File: src/urm_pkg.sv
// Purpose: Shared constants and types for the dual UART register map.
// Assumes: Eight-bit registers, three address lines, two channels.
// Notes: Every channel bank register resets to REG_RST; pin and synchronizer stages reset high.
package urm_pkg;
  localparam int NCH = 2;
  localparam int DW = 8;
  localparam int AW = 3;
  localparam int FRAC_W = 4;

  localparam logic [2:0] A_DATA = 3'h0;
  localparam logic [2:0] A_INTEN = 3'h1;
  localparam logic [2:0] A_ISTAT = 3'h2;
  localparam logic [2:0] A_LINE = 3'h3;
  localparam logic [2:0] A_MODEM = 3'h4;
  localparam logic [2:0] A_LSTAT = 3'h5;
  localparam logic [2:0] A_MSTAT = 3'h6;
  localparam logic [2:0] A_SCR = 3'h7;

  localparam logic [7:0] LC_ENH = 8'hbf;
  localparam logic [7:0] REG_RST = 8'h00;
  localparam logic [7:0] RD_NONE = 8'h00;
  localparam logic [3:0] FRAC_PAD = 4'h0;
  localparam logic [15:0] DIV_ZERO = 16'h0000;
  localparam logic PIN_HOLD = 1'b1;

  localparam int LC_DIV_BIT = 7;
  localparam int MC_DTR_BIT = 0;
  localparam int MC_RTS_BIT = 1;
  localparam int MC_OUT1_BIT = 2;
  localparam int MC_OUT2_BIT = 3;
  localparam int MC_LOOP_BIT = 4;
  localparam int EF_ENH_BIT = 4;
  localparam int FT_LVL_BIT = 6;

  typedef struct packed {
    logic cs_a_n;
    logic cs_b_n;
    logic rd_n;
    logic wr_n;
    logic [2:0] addr;
    logic [7:0] data;
  } bus_t;

  typedef struct packed {
    logic rx;
    logic cts_n;
    logic dsr_n;
    logic cd_n;
    logic ri_n;
  } pin_t;

  typedef enum logic [4:0] {
    S_NONE = 5'b00000, S_RX_HOLD = 5'b00001, S_TX_HOLD = 5'b00010,
    S_DIV_LO = 5'b00011, S_DIV_HI = 5'b00100, S_DIV_FRAC = 5'b00101,
    S_REV = 5'b00110, S_DEV_ID = 5'b00111, S_INT_EN = 5'b01000,
    S_INT_STAT = 5'b01001, S_FIFO_CTL = 5'b01010, S_LINE_CTL = 5'b01011,
    S_MODEM_CTL = 5'b01100, S_LINE_STAT = 5'b01101, S_MODEM_STAT = 5'b01110,
    S_SCRATCH = 5'b01111, S_FIFO_LVL = 5'b10000, S_MODE_SEL = 5'b10001,
    S_TRIG = 5'b10010, S_LVL_ENH = 5'b10011, S_FEAT_CTL = 5'b10100,
    S_ENH_FN = 5'b10101, S_RESUME1 = 5'b10110, S_RESUME2 = 5'b10111,
    S_PAUSE1 = 5'b11000, S_PAUSE2 = 5'b11001
  } reg_sel_t;

  typedef enum logic [1:0] {
    BUS_IDLE = 2'b00,
    BUS_READ = 2'b01,
    BUS_WRITE = 2'b10
  } bus_state_t;
endpackage

File: src/urm_chan_bank.sv
// Purpose: Register storage and read mux of one UART channel.
// Assumes: Register select is decoded by the parent.
// Notes: Load and pop outputs are one-cycle pulses.
`timescale 1ns/1ns
module urm_chan_bank #(
  parameter logic [7:0] REV_CODE = 8'h01,
  parameter logic [7:0] DEV_ID = 8'h5a
) (
  input logic clk_i,
  input logic nrst_i,
  input urm_pkg::reg_sel_t sel_i,
  input logic wr_i,
  input logic rd_end_i,
  input logic [7:0] wdata_i,
  input logic [7:0] rx_holding_i,
  input logic [7:0] int_status_i,
  input logic [7:0] line_status_i,
  input logic [7:0] fifo_level_i,
  input logic [3:0] modem_i,
  output logic [7:0] rdata_o,
  output logic [7:0] line_ctl_o,
  output logic [7:0] modem_ctl_o,
  output logic [7:0] enh_fn_o,
  output logic [7:0] feat_ctl_o,
  output logic [15:0] baud_div_o,
  output logic tx_load_o,
  output logic fifo_ctl_load_o,
  output logic trig_load_o,
  output logic mode_sel_load_o,
  output logic rx_pop_o
);
  typedef struct packed {
    logic [7:0] line_ctl;
    logic [7:0] modem_ctl;
    logic [7:0] int_en;
    logic [7:0] div_lo;
    logic [7:0] div_hi;
    logic [3:0] div_frac;
    logic [7:0] scratch;
    logic [7:0] enh_fn;
    logic [7:0] feat_ctl;
    logic [7:0] resume1;
    logic [7:0] resume2;
    logic [7:0] pause1;
    logic [7:0] pause2;
    logic [3:0] modem_prev;
    logic [3:0] modem_delta;
    logic [4:0] pulse;
  } bank_t;

  bank_t q;
  bank_t n;

  always_comb begin
    n = q;
    n.pulse = 5'h00;
    n.modem_prev = modem_i;
    // Change flags clear on a status read, but a new change wins
    if (rd_end_i && sel_i == urm_pkg::S_MODEM_STAT) begin
      n.modem_delta = 4'h0;
    end
    n.modem_delta = n.modem_delta | (modem_i ^ q.modem_prev);
    if (rd_end_i && sel_i == urm_pkg::S_RX_HOLD) begin
      n.pulse[0] = 1'b1;
    end
    if (wr_i) begin
      case (sel_i)
        urm_pkg::S_TX_HOLD: n.pulse[1] = 1'b1; // RQ7
        urm_pkg::S_FIFO_CTL: n.pulse[2] = 1'b1; // RQ12
        urm_pkg::S_TRIG: n.pulse[3] = 1'b1; // RQ19
        urm_pkg::S_MODE_SEL: n.pulse[4] = 1'b1; // RQ18
        urm_pkg::S_DIV_LO: n.div_lo = wdata_i; // RQ8
        urm_pkg::S_DIV_HI: n.div_hi = wdata_i; // RQ8
        urm_pkg::S_DIV_FRAC: n.div_frac = wdata_i[3:0]; // RQ9
        urm_pkg::S_INT_EN: n.int_en = wdata_i; // RQ11
        urm_pkg::S_LINE_CTL: n.line_ctl = wdata_i; // RQ13
        urm_pkg::S_MODEM_CTL: n.modem_ctl = wdata_i; // RQ1 RQ14
        urm_pkg::S_SCRATCH: n.scratch = wdata_i; // RQ16
        urm_pkg::S_FEAT_CTL: n.feat_ctl = wdata_i; // RQ20
        urm_pkg::S_ENH_FN: n.enh_fn = wdata_i; // RQ20
        urm_pkg::S_RESUME1: n.resume1 = wdata_i; // RQ21
        urm_pkg::S_RESUME2: n.resume2 = wdata_i; // RQ21
        urm_pkg::S_PAUSE1: n.pause1 = wdata_i; // RQ21
        urm_pkg::S_PAUSE2: n.pause2 = wdata_i; // RQ21
        default: ; // RQ22
      endcase
    end
    case (sel_i)
      urm_pkg::S_RX_HOLD: rdata_o = rx_holding_i; // RQ7
      urm_pkg::S_DIV_LO: rdata_o = q.div_lo;
      urm_pkg::S_DIV_HI: rdata_o = q.div_hi;
      urm_pkg::S_DIV_FRAC: rdata_o = {urm_pkg::FRAC_PAD, q.div_frac};
      urm_pkg::S_REV: rdata_o = REV_CODE; // RQ10
      urm_pkg::S_DEV_ID: rdata_o = DEV_ID; // RQ10
      urm_pkg::S_INT_EN: rdata_o = q.int_en;
      urm_pkg::S_INT_STAT: rdata_o = int_status_i; // RQ12
      urm_pkg::S_LINE_CTL: rdata_o = q.line_ctl;
      urm_pkg::S_MODEM_CTL: rdata_o = q.modem_ctl;
      urm_pkg::S_LINE_STAT: rdata_o = line_status_i; // RQ15
      urm_pkg::S_MODEM_STAT: rdata_o = {q.modem_prev, q.modem_delta}; // RQ14
      urm_pkg::S_SCRATCH: rdata_o = q.scratch;
      urm_pkg::S_FIFO_LVL: rdata_o = fifo_level_i; // RQ17
      urm_pkg::S_LVL_ENH: rdata_o = fifo_level_i; // RQ19
      urm_pkg::S_FEAT_CTL: rdata_o = q.feat_ctl;
      urm_pkg::S_ENH_FN: rdata_o = q.enh_fn;
      urm_pkg::S_RESUME1: rdata_o = q.resume1;
      urm_pkg::S_RESUME2: rdata_o = q.resume2;
      urm_pkg::S_PAUSE1: rdata_o = q.pause1;
      urm_pkg::S_PAUSE2: rdata_o = q.pause2;
      default: rdata_o = urm_pkg::RD_NONE; // RQ22
    endcase
  end

  always_ff @(posedge clk_i or negedge nrst_i) begin
    if (!nrst_i) begin
      q <= '0;
    end else begin
      q <= n;
    end
  end

  assign line_ctl_o = q.line_ctl;
  assign modem_ctl_o = q.modem_ctl;
  assign enh_fn_o = q.enh_fn;
  assign feat_ctl_o = q.feat_ctl;
  assign baud_div_o = {q.div_hi, q.div_lo};
  assign rx_pop_o = q.pulse[0];
  assign tx_load_o = q.pulse[1];
  assign fifo_ctl_load_o = q.pulse[2];
  assign trig_load_o = q.pulse[3];
  assign mode_sel_load_o = q.pulse[4];
endmodule

File: src/dual_uart_regmap_loopback.sv
// Purpose: Host port, register decode and loopback of a dual UART.
// Assumes: Host strobes are asynchronous and held for three clocks.
// Notes: FIFOs, baud generator and shifters sit outside.
//
// Operation
// RQ1: Modem control bit 4 set enters loopback; clearing it leaves.
// RQ2: Loopback feeds transmit shift output into receive input.
// RQ3: Loopback holds tx, rts, dtr high and ignores modem inputs.
// RQ4: No automatic rts/cts flow control during loopback.
// RQ5: Host keeps rx pin high through a loopback test.
// RQ6: Each channel has own registers, picked by own select.
// RQ7: Address 0, divisor off: read rx holding, write tx holding.
// RQ8: Divisor mode, not 0xbf: addresses 0, 1 reach divisor bytes.
// RQ9: Divisor mode with enhance bit: address 2 reaches fraction.
// RQ10: Zero divisor in divisor mode: reads give revision and id.
// RQ11: Address 1, divisor off: interrupt enable register.
// RQ12: Address 2, not 0xbf: read status, write fifo control.
// RQ13: Address 3 always reaches line control.
// RQ14: Address 4 modem control, address 6 modem status.
// RQ15: Address 5, not 0xbf: read-only line status.
// RQ16: Address 7, level bit clear: scratch register.
// RQ17: Address 7, level bit set: reads give fifo level.
// RQ18: Address 7, level bit set: writes go to mode select.
// RQ19: Line control 0xbf, address 0: write trigger, read level.
// RQ20: Enhanced bank: address 1 feature, address 2 function.
// RQ21: Enhanced bank 4..7: resume 1, resume 2, pause 1, pause 2.
// RQ22: Writes to read-only slots ignored; no stray read effects.
////////////////////////////////////////////////////////////////
`timescale 1ns/1ns
module dual_uart_regmap_loopback #(
  // Identification values are arbitrary
  parameter logic [7:0] REV_CODE = 8'h01,
  parameter logic [7:0] DEV_ID = 8'h5a
) (
  input logic clk_i,
  input logic nrst_i,
  input logic [2:0] addr_i,
  input logic [7:0] data_i,
  output logic [7:0] data_o,
  output logic data_oe_o,
  input logic rd_n_i,
  input logic wr_n_i,
  input logic channel_a_select_n_i,
  input logic channel_b_select_n_i,
  input logic [1:0] rx_i,
  input logic [1:0] cts_n_i,
  input logic [1:0] dsr_n_i,
  input logic [1:0] cd_n_i,
  input logic [1:0] ri_n_i,
  output logic [1:0] tx_o,
  output logic [1:0] rts_n_o,
  output logic [1:0] dtr_n_o,
  input logic [1:0] tx_serial_i,
  output logic [1:0] core_rx_o,
  input logic [1:0][7:0] rx_holding_i,
  input logic [1:0][7:0] int_status_i,
  input logic [1:0][7:0] line_status_i,
  input logic [1:0][7:0] fifo_level_i,
  output logic [1:0] loopback_o,
  output logic [1:0][15:0] baud_div_o,
  output logic [7:0] load_data_o,
  output logic [1:0] tx_load_o,
  output logic [1:0] fifo_ctl_load_o,
  output logic [1:0] trig_load_o,
  output logic [1:0] mode_sel_load_o,
  output logic [1:0] rx_pop_o
);
  typedef struct packed {
    urm_pkg::bus_t bs1;
    urm_pkg::bus_t bs2;
    urm_pkg::pin_t [1:0] ps1;
    urm_pkg::pin_t [1:0] ps2;
    urm_pkg::bus_state_t st;
    logic ch;
    logic [2:0] addr;
    logic [7:0] data;
    urm_pkg::reg_sel_t rsel;
    logic [7:0] rdata;
    logic oe;
    logic [1:0] tx;
    logic [1:0] rts_n;
    logic [1:0] dtr_n;
    logic [1:0] core_rx;
    logic [1:0] loop;
  } main_t;

  main_t q;
  main_t n;

  urm_pkg::reg_sel_t sel [2];
  logic [1:0] wr_b;
  logic [1:0] rd_b;
  logic [1:0][3:0] modem;
  logic [1:0][7:0] rdata_b;
  logic [1:0][7:0] lc;
  logic [1:0][7:0] mc;
  logic [1:0][7:0] ef;
  logic [1:0][7:0] ft;
  logic cs_one;
  logic ch_now;
  logic rd_go;
  logic wr_go;

  ////////////////////////////////////////////////////////////////
  // Register select from address and bank state
  function automatic urm_pkg::reg_sel_t decode(
    input logic [2:0] a,
    input logic wr,
    input logic [7:0] lcv,
    input logic efn,
    input logic lvl,
    input logic dz
  );
    logic enh;
    logic div;
    enh = (lcv == urm_pkg::LC_ENH);
    div = lcv[urm_pkg::LC_DIV_BIT] && !enh;
    decode = urm_pkg::S_NONE;
    case (a)
      urm_pkg::A_DATA: begin
        if (enh) begin
          decode = wr ? urm_pkg::S_TRIG : urm_pkg::S_LVL_ENH; // RQ19
        end else if (div) begin
          decode = (dz && !wr) ? urm_pkg::S_REV : urm_pkg::S_DIV_LO; // RQ8 RQ10
        end else begin
          decode = wr ? urm_pkg::S_TX_HOLD : urm_pkg::S_RX_HOLD; // RQ7
        end
      end
      urm_pkg::A_INTEN: begin
        if (enh) begin
          decode = urm_pkg::S_FEAT_CTL; // RQ20
        end else if (div) begin
          decode = (dz && !wr) ? urm_pkg::S_DEV_ID : urm_pkg::S_DIV_HI; // RQ8 RQ10
        end else begin
          decode = urm_pkg::S_INT_EN; // RQ11
        end
      end
      urm_pkg::A_ISTAT: begin
        if (enh) begin
          decode = urm_pkg::S_ENH_FN; // RQ20
        end else if (div && efn) begin
          decode = urm_pkg::S_DIV_FRAC; // RQ9
        end else begin
          decode = wr ? urm_pkg::S_FIFO_CTL : urm_pkg::S_INT_STAT; // RQ12
        end
      end
      urm_pkg::A_LINE: decode = urm_pkg::S_LINE_CTL; // RQ13
      urm_pkg::A_MODEM: decode = enh ? urm_pkg::S_RESUME1 : urm_pkg::S_MODEM_CTL; // RQ14 RQ21
      urm_pkg::A_LSTAT: begin
        if (enh) begin
          decode = urm_pkg::S_RESUME2; // RQ21
        end else if (!wr) begin
          decode = urm_pkg::S_LINE_STAT; // RQ15 RQ22
        end
      end
      urm_pkg::A_MSTAT: begin
        if (enh) begin
          decode = urm_pkg::S_PAUSE1; // RQ21
        end else if (!wr) begin
          decode = urm_pkg::S_MODEM_STAT; // RQ14 RQ22
        end
      end
      urm_pkg::A_SCR: begin
        if (enh) begin
          decode = urm_pkg::S_PAUSE2; // RQ21
        end else if (lvl) begin
          decode = wr ? urm_pkg::S_MODE_SEL : urm_pkg::S_FIFO_LVL; // RQ17 RQ18
        end else begin
          decode = urm_pkg::S_SCRATCH; // RQ16
        end
      end
      default: decode = urm_pkg::S_NONE;
    endcase
  endfunction

  ////////////////////////////////////////////////////////////////
  // Host port sequencing and loopback pin steering
  always_comb begin
    n = q;
    n.bs1 = {channel_a_select_n_i, channel_b_select_n_i, rd_n_i, wr_n_i, addr_i, data_i};
    n.bs2 = q.bs1;
    cs_one = q.bs2.cs_a_n ^ q.bs2.cs_b_n; // RQ6
    ch_now = q.bs2.cs_a_n;
    rd_go = 1'b0;
    wr_go = 1'b0;
    for (int c = 0; c < urm_pkg::NCH; c++) begin
      if (q.st == urm_pkg::BUS_READ) begin
        sel[c] = q.rsel;
      end else begin
        sel[c] = decode((q.st == urm_pkg::BUS_IDLE) ? q.bs2.addr : q.addr,
                        q.st == urm_pkg::BUS_WRITE, lc[c],
                        ef[c][urm_pkg::EF_ENH_BIT], ft[c][urm_pkg::FT_LVL_BIT],
                        baud_div_o[c] == urm_pkg::DIV_ZERO);
      end
    end
    case (q.st)
      urm_pkg::BUS_IDLE: begin
        if (cs_one && !q.bs2.rd_n) begin
          n.st = urm_pkg::BUS_READ;
          n.ch = ch_now;
          n.addr = q.bs2.addr;
          n.rsel = sel[ch_now];
          n.rdata = rdata_b[ch_now];
          n.oe = 1'b1;
        end else if (cs_one && !q.bs2.wr_n) begin
          n.st = urm_pkg::BUS_WRITE;
          n.ch = ch_now;
          n.addr = q.bs2.addr;
          n.data = q.bs2.data;
        end
      end
      urm_pkg::BUS_READ: begin
        if (q.bs2.rd_n) begin
          n.st = urm_pkg::BUS_IDLE;
          n.oe = 1'b0;
          rd_go = 1'b1;
        end
      end
      urm_pkg::BUS_WRITE: begin
        if (q.bs2.wr_n) begin
          n.st = urm_pkg::BUS_IDLE;
          wr_go = 1'b1;
        end else begin
          n.addr = q.bs2.addr;
          n.data = q.bs2.data;
        end
      end
      default: n.st = urm_pkg::BUS_IDLE;
    endcase
    for (int c = 0; c < urm_pkg::NCH; c++) begin
      wr_b[c] = wr_go && (q.ch == 1'(c)); // RQ6
      rd_b[c] = rd_go && (q.ch == 1'(c));
      n.ps1[c] = {rx_i[c], cts_n_i[c], dsr_n_i[c], cd_n_i[c], ri_n_i[c]};
      n.ps2[c] = q.ps1[c];
      n.loop[c] = mc[c][urm_pkg::MC_LOOP_BIT]; // RQ1
      if (mc[c][urm_pkg::MC_LOOP_BIT]) begin
        n.tx[c] = urm_pkg::PIN_HOLD; // RQ3
        n.rts_n[c] = urm_pkg::PIN_HOLD; // RQ3 RQ4
        n.dtr_n[c] = urm_pkg::PIN_HOLD; // RQ3
        n.core_rx[c] = tx_serial_i[c]; // RQ2
        // Modem status follows modem control outputs, not the pins
        modem[c] = {mc[c][urm_pkg::MC_OUT2_BIT], mc[c][urm_pkg::MC_OUT1_BIT],
                    mc[c][urm_pkg::MC_DTR_BIT], mc[c][urm_pkg::MC_RTS_BIT]}; // RQ3
      end else begin
        n.tx[c] = tx_serial_i[c];
        n.rts_n[c] = !mc[c][urm_pkg::MC_RTS_BIT]; // RQ4
        n.dtr_n[c] = !mc[c][urm_pkg::MC_DTR_BIT];
        n.core_rx[c] = q.ps2[c].rx; // RQ5
        modem[c] = ~{q.ps2[c].cd_n, q.ps2[c].ri_n, q.ps2[c].dsr_n, q.ps2[c].cts_n};
      end
    end
  end

  always_ff @(posedge clk_i or negedge nrst_i) begin
    if (!nrst_i) begin
      q <= '0;
      q.bs1 <= '1;
      q.bs2 <= '1;
      q.ps1 <= '1;
      q.ps2 <= '1;
      q.tx <= '1;
      q.rts_n <= '1;
      q.dtr_n <= '1;
      q.core_rx <= '1;
    end else begin
      q <= n;
    end
  end

  ////////////////////////////////////////////////////////////////
  // One register set per channel
  for (genvar g = 0; g < urm_pkg::NCH; g++) begin : g_chan
    urm_chan_bank #(
      .REV_CODE(REV_CODE),
      .DEV_ID(DEV_ID)
    ) u_bank (
      .clk_i(clk_i),
      .nrst_i(nrst_i),
      .sel_i(sel[g]),
      .wr_i(wr_b[g]),
      .rd_end_i(rd_b[g]),
      .wdata_i(q.data),
      .rx_holding_i(rx_holding_i[g]),
      .int_status_i(int_status_i[g]),
      .line_status_i(line_status_i[g]),
      .fifo_level_i(fifo_level_i[g]),
      .modem_i(modem[g]),
      .rdata_o(rdata_b[g]),
      .line_ctl_o(lc[g]),
      .modem_ctl_o(mc[g]),
      .enh_fn_o(ef[g]),
      .feat_ctl_o(ft[g]),
      .baud_div_o(baud_div_o[g]),
      .tx_load_o(tx_load_o[g]),
      .fifo_ctl_load_o(fifo_ctl_load_o[g]),
      .trig_load_o(trig_load_o[g]),
      .mode_sel_load_o(mode_sel_load_o[g]),
      .rx_pop_o(rx_pop_o[g])
    );
  end

  assign data_o = q.rdata;
  assign data_oe_o = q.oe;
  assign load_data_o = q.data;
  assign tx_o = q.tx;
  assign rts_n_o = q.rts_n;
  assign dtr_n_o = q.dtr_n;
  assign core_rx_o = q.core_rx;
  assign loopback_o = q.loop;

  for (genvar g = 0; g < urm_pkg::NCH; g++) begin : g_chk

  end
endmodule

File: config.mk
export PLATFORM = sky130hd
export DESIGN_NAME = dual_uart_regmap_loopback
export DESIGN_NICKNAME = d
export VERILOG_FILES = /design/src/urm_pkg.sv /design/src/urm_chan_bank.sv /design/src/dual_uart_regmap_loopback.sv
export SDC_FILE = /design/constraint.sdc
export NUM_CORES = 1
export LEC_CHECK = 0
export ABC_AREA = 1
export BUFFER_PORTS_ARGS = -buffer_cell sky130_fd_sc_hd__buf_2
export CORE_MARGIN = 1
export CORE_UTILIZATION = 25
export DETAILED_ROUTE_END_ITERATION = 10
export HOLD_SLACK_MARGIN = 0.02
export PLACE_DENSITY = 0.47
export SLEW_MARGIN = 0
export SYNTH_ARGS = -nofsm -noshare
export SYNTH_HDL_FRONTEND = slang
export SYNTH_SLANG_ARGS = --single-unit
File: constraint.sdc
create_clock -name clk_i -period 3.4 [get_ports clk_i]
set_input_delay 0.17 -clock clk_i [delete_from_list [all_inputs] [get_ports clk_i]]
set_output_delay 0.17 -clock clk_i [all_outputs]
set_load 0.1 [all_outputs]
==> metrics.md <==
| Metric | Value |
|---|---|
| Syn nets | `2,073` |
| Worst-Margin Slew | `0.9227 ns` |
| CTS clock-pin slew for the worst setup and hold paths | `around 0.06 ns` |
| CTS H-Tree Depth | `2` |
| Worst-skew pair later-pin latency | `0.58 ns` |
| Final WL | `61,340 um` |
| Final Hold Vio Count | `0` |
| Leading area contributor after synthesis | `dfrtp_1` |
| CP arrival | `3.66 ns` |
| Critical-path top delay cell | `dfrtp_1` |
| First-pass GRT wire length | `91,170 um` |
| TritonCTS buffer count | `40` |
| Number of remaining DRC errors | `0` |
| Die Span X | `around 250 um` |
| Routed via count | `14.02k` |
| Simple-gate portion of the synthesized area | `29.88%` |
| Critical path cell sequence | `buf_4, nand2_4, inv_4, nor2_2, nand3b_1, nor2_2, nor2_1, a21oi_1, nand2_2, nand2_4, nand2_2, buf_4, nand3_1, nand2_1, inv_1, nand2_1, nor2_2, nand3_2, nand2_1, nand2_1, nand2_1, nand2_1` |
| Top post-synthesis cells by area | `dfrtp_1 41%, nand2_1 14%, dfstp_2 9.7%` |
| Most frequent cell after synthesis | `nand2_1` |
| Core area | `61,940 um2` |
| Synth unique cells | `36` |
| Maxcap violations | `0` |
| CTS sink count | `314` |
| Critical path class | `reg2reg` |
| Row Count | `just over 90` |
| Unrepaired setup endpoints after global routing | `true` |
| GP Congestion | `0.9177` |
| Via density | `~4.6` |
| Setup crit start kind | `flop` |
| Largest net degree at the start of global routing | `105` |
| Adder-cell share of the synthesized area | `0%` |
| Vias in the first global route | `14.23k` |
| Complex-gate fraction of the synthesized area | `8.298%` |
| Syn_area_per_cell | `7.943 um2` |
| 1st-pass router iterations | `5` |
| Ant. Diodes | `0` |
| Fin crit share | `94.27%` |
| IO Port Bufs | `~160` |
| CTS tree | `built` |
| Number of synthesized flops with an enable pin | `0` |
| Outcome | `complete, no violations` |
| Top_reg_cell synth | `dfrtp_1` |
| GRT overflow | `0` |
| Post-DRT Antenna Nets | `0` |
| Pleak | `around 10 nW` |
| DP Area | `roughly 18,000 um2` |
| Crit-path max FO | `11` |
| Cell area after synthesis | `15,730 um2` |
| XOR/XNOR Fraction of Synth Area | `less than 1%` |
| Most frequent CP cell | `nand2_1` |
| PwrDens | `938.0 nW/um2` |
| Maximum clock frequency | `0.3120 GHz` |
| FF-to-FF setup slack | `0.19 ns` |
| Drt initial violations | `around 1.1k` |
| Die Y-Extent | `252.8 um` |
| P&R area growth vs syn | `23.95%` |
| Wire per inst | `20.19 um` |
| Critical path capture point type | `flop` |
| Synth top cells by count | `575 x nand2_1, 256 x dfrtp_1, 215 x nor2_1` |
| Detailed placement HPWL | `between 40,000 and 50,000 um` |
| Worst r2r src | `q[37]$_DFFE_PN0P_` |
| GRT Total Usage | `between 10% and 20%` |
| Worst path depth | `22` |
| Worst hold path type | `in2reg` |
| Worst-case reg-to-reg path depth | `22` |
| Skew final | `0.03016 ns` |
| Seq cells post-synth | `314` |
| Setup_tns | `0 ns` |
| Setup crit start | `q[37]$_DFFE_PN0P_` |
| Final nets | `2,262` |
| Critical path endpoint | `data_o[0]$_DFFE_PN0P_` |
| Largest stage delay, worst path | `0.44 ns` |
| Period minus WS final | `3.205 ns` |
| Syn Inst Count | `1,980` |
| Largest family of logic cells by synthesized area | `simple AND/OR/NAND/NOR gates` |
| Slew margin rel. | `38.49%` |
| CTS max path bufs | `3` |
| Layout cells sized above 1 | `22.76%` |
| DIE AREA | `around 64,000 um2` |
| Ys async rst share | `100.0%` |
| CTS root buffer | `clkbuf_16` |
| VDD IR max | `around 0.50 mV` |
| Post-synth top area share | `40.74%` |
| Largest delay contributor family on the critical path | `simple AND/OR/NAND/NOR gates` |
| Slew Viols, Final | `0` |
| Initial antenna violation count | `3` |
| Register area share after synthesis | `50.43%` |
| Initial Utilization | `25.39%` |
| CP bufs+invs | `4` |
| R2r endpoint | `data_o[0]$_DFFE_PN0P_` |
| Final instance area | `19,490 um2` |
| Post-synthesis mux area share | `2.037%` |
| Finish-stage setup viols | `0` |
| Critical Path RT | `just under 4 ns` |
| I/O pins | `162` |
| YS warnings | `0` |
## cells in the final DEF, fill, tap and decap left out, types with 3 or more instances in the layout
cell             n
nand3_1        164
nand3_4          3
o22ai_1          4
buf_12           9
nor2_1         193
dfstp_2         58
nor2_2          30
dfrtp_1        256
nor3_1          13
o21ai_0        152
nor3b_1          5
nor2_4          26
buf_2          161
dlygate4sd3_1   28
a21oi_1         29
clkinv_2         9
nand2_4         14
clkbuf_16       43
nand2_1        568
o21bai_1         4
nand2_2         22
o211ai_1         3
o21ai_1         54
inv_2            7
nand4_1         31
inv_1          138
xnor2_1          8
mux2i_1         32
clkbuf_1        10
buf_4           85
clkbuf_8         5
nand3_2          8
## per-layer routing
layer  up-vias  track usage (%)  share of wire, %
li1       6693                -                 -
met1      6723            26.22                45
met2       485            30.47                45
met3       119            3.731               6.4
met4         2            6.874               3.6
met5         -                0             0.013
## sequential cells by signal, indices dropped and copies added (netlist names), 8 cells and up
register,flops
data_o,8
g_chan.u_bank.line_ctl_o,16
n,25
g_chan.u_bank.feat_ctl_o,16
load_data_o,8
g_chan.u_bank.q,120
g_chan.u_bank.enh_fn_o,16
g_chan.u_bank.modem_ctl_o,16
g_chan.u_bank.baud_div_o,32
q,35
## what timing repair did
action	CTS	global route
endpoints found under the hold margin	113	0
pin swaps	0	13
hold buffers	28	0
gates resized for setup	10	69
setup buffers	0	6
endpoints found under the setup margin	8	71
## how the worst min path moves through the flow
stage | start | endpoint | slack [ns] | cells after the start
floorplan | nrst_i | data_o[0]$_DFFE_PN0P_ | -0.13 | 0
global placement | data_i[6] | n[64]$_DFF_PN1_ | 0.28 | 1
detailed placement | data_i[6] | n[64]$_DFF_PN1_ | 0.28 | 1
CTS | rx_holding_i[12] | data_o[4]$_DFFE_PN0P_ | 0.18 | 9
global route | data_i[3] | n[61]$_DFF_PN1_ | 0.20 | 2
finish | rx_holding_i[11] | data_o[3]$_DFFE_PN0P_ | 0.22 | 9
## worst reg2reg max path, cell delays in order (launching register included)
cell,delay (ns)
dfrtp_1,0.44
buf_4,0.17
nand2_4,0.17
inv_4,0.12
nor2_2,0.14
nand3b_1,0.12
nor2_2,0.15
nor2_1,0.09
a21oi_1,0.16
nand2_2,0.18
nand2_4,0.18
nand2_2,0.16
buf_4,0.20
nand3_1,0.07
nand2_1,0.05
inv_1,0.05
nand2_1,0.05
nor2_2,0.18
nand3_2,0.17
nand2_1,0.10
nand2_1,0.06
nand2_1,0.05
nand2_1,0.05
## final cells by class
type	instances	area [um2]
inverter	148	560.5
clock inverter	16	146.4
timing repair buffer	285	1931
tap	837	1047
multi-input combinational	1380	6695
fill	6672	42450
clock buffer	58	1182
sequential	314	7930
## power by group
group	leakage, nW	switching, mW	internal (mW)
combinational	5.22	6.77	2.13
sequential	4.08	0.652	4.44
clock	0.661	1.77	2.52
## per-stage QoR
step	power (mW)	hold slack [ns]	instances	utilization (%)	setup slack [ns]
global placement	13.39	0.2758	2930	28.30	-0.2884
detailed placement	13.41	0.2762	2930	28.30	-0.3138
CTS	17.85	0.1800	3032	30.95	0.02750
floorplan	10.54	-0.1256	1980	-	0.9577
global route	19.20	0.2044	3038	31.47	-0.07477
finish	18.28	0.2179	3038	31.47	0.1950
## kinds of logic after synthesis
kind of cell	count (synthesis)
XOR/XNOR	9
AO/OA/AOI/OAI	254
AND/OR/NAND/NOR	1085
buffers and inverters	286
flip-flops	314
multiplexers	32
(Power assumes the default switching activity.)
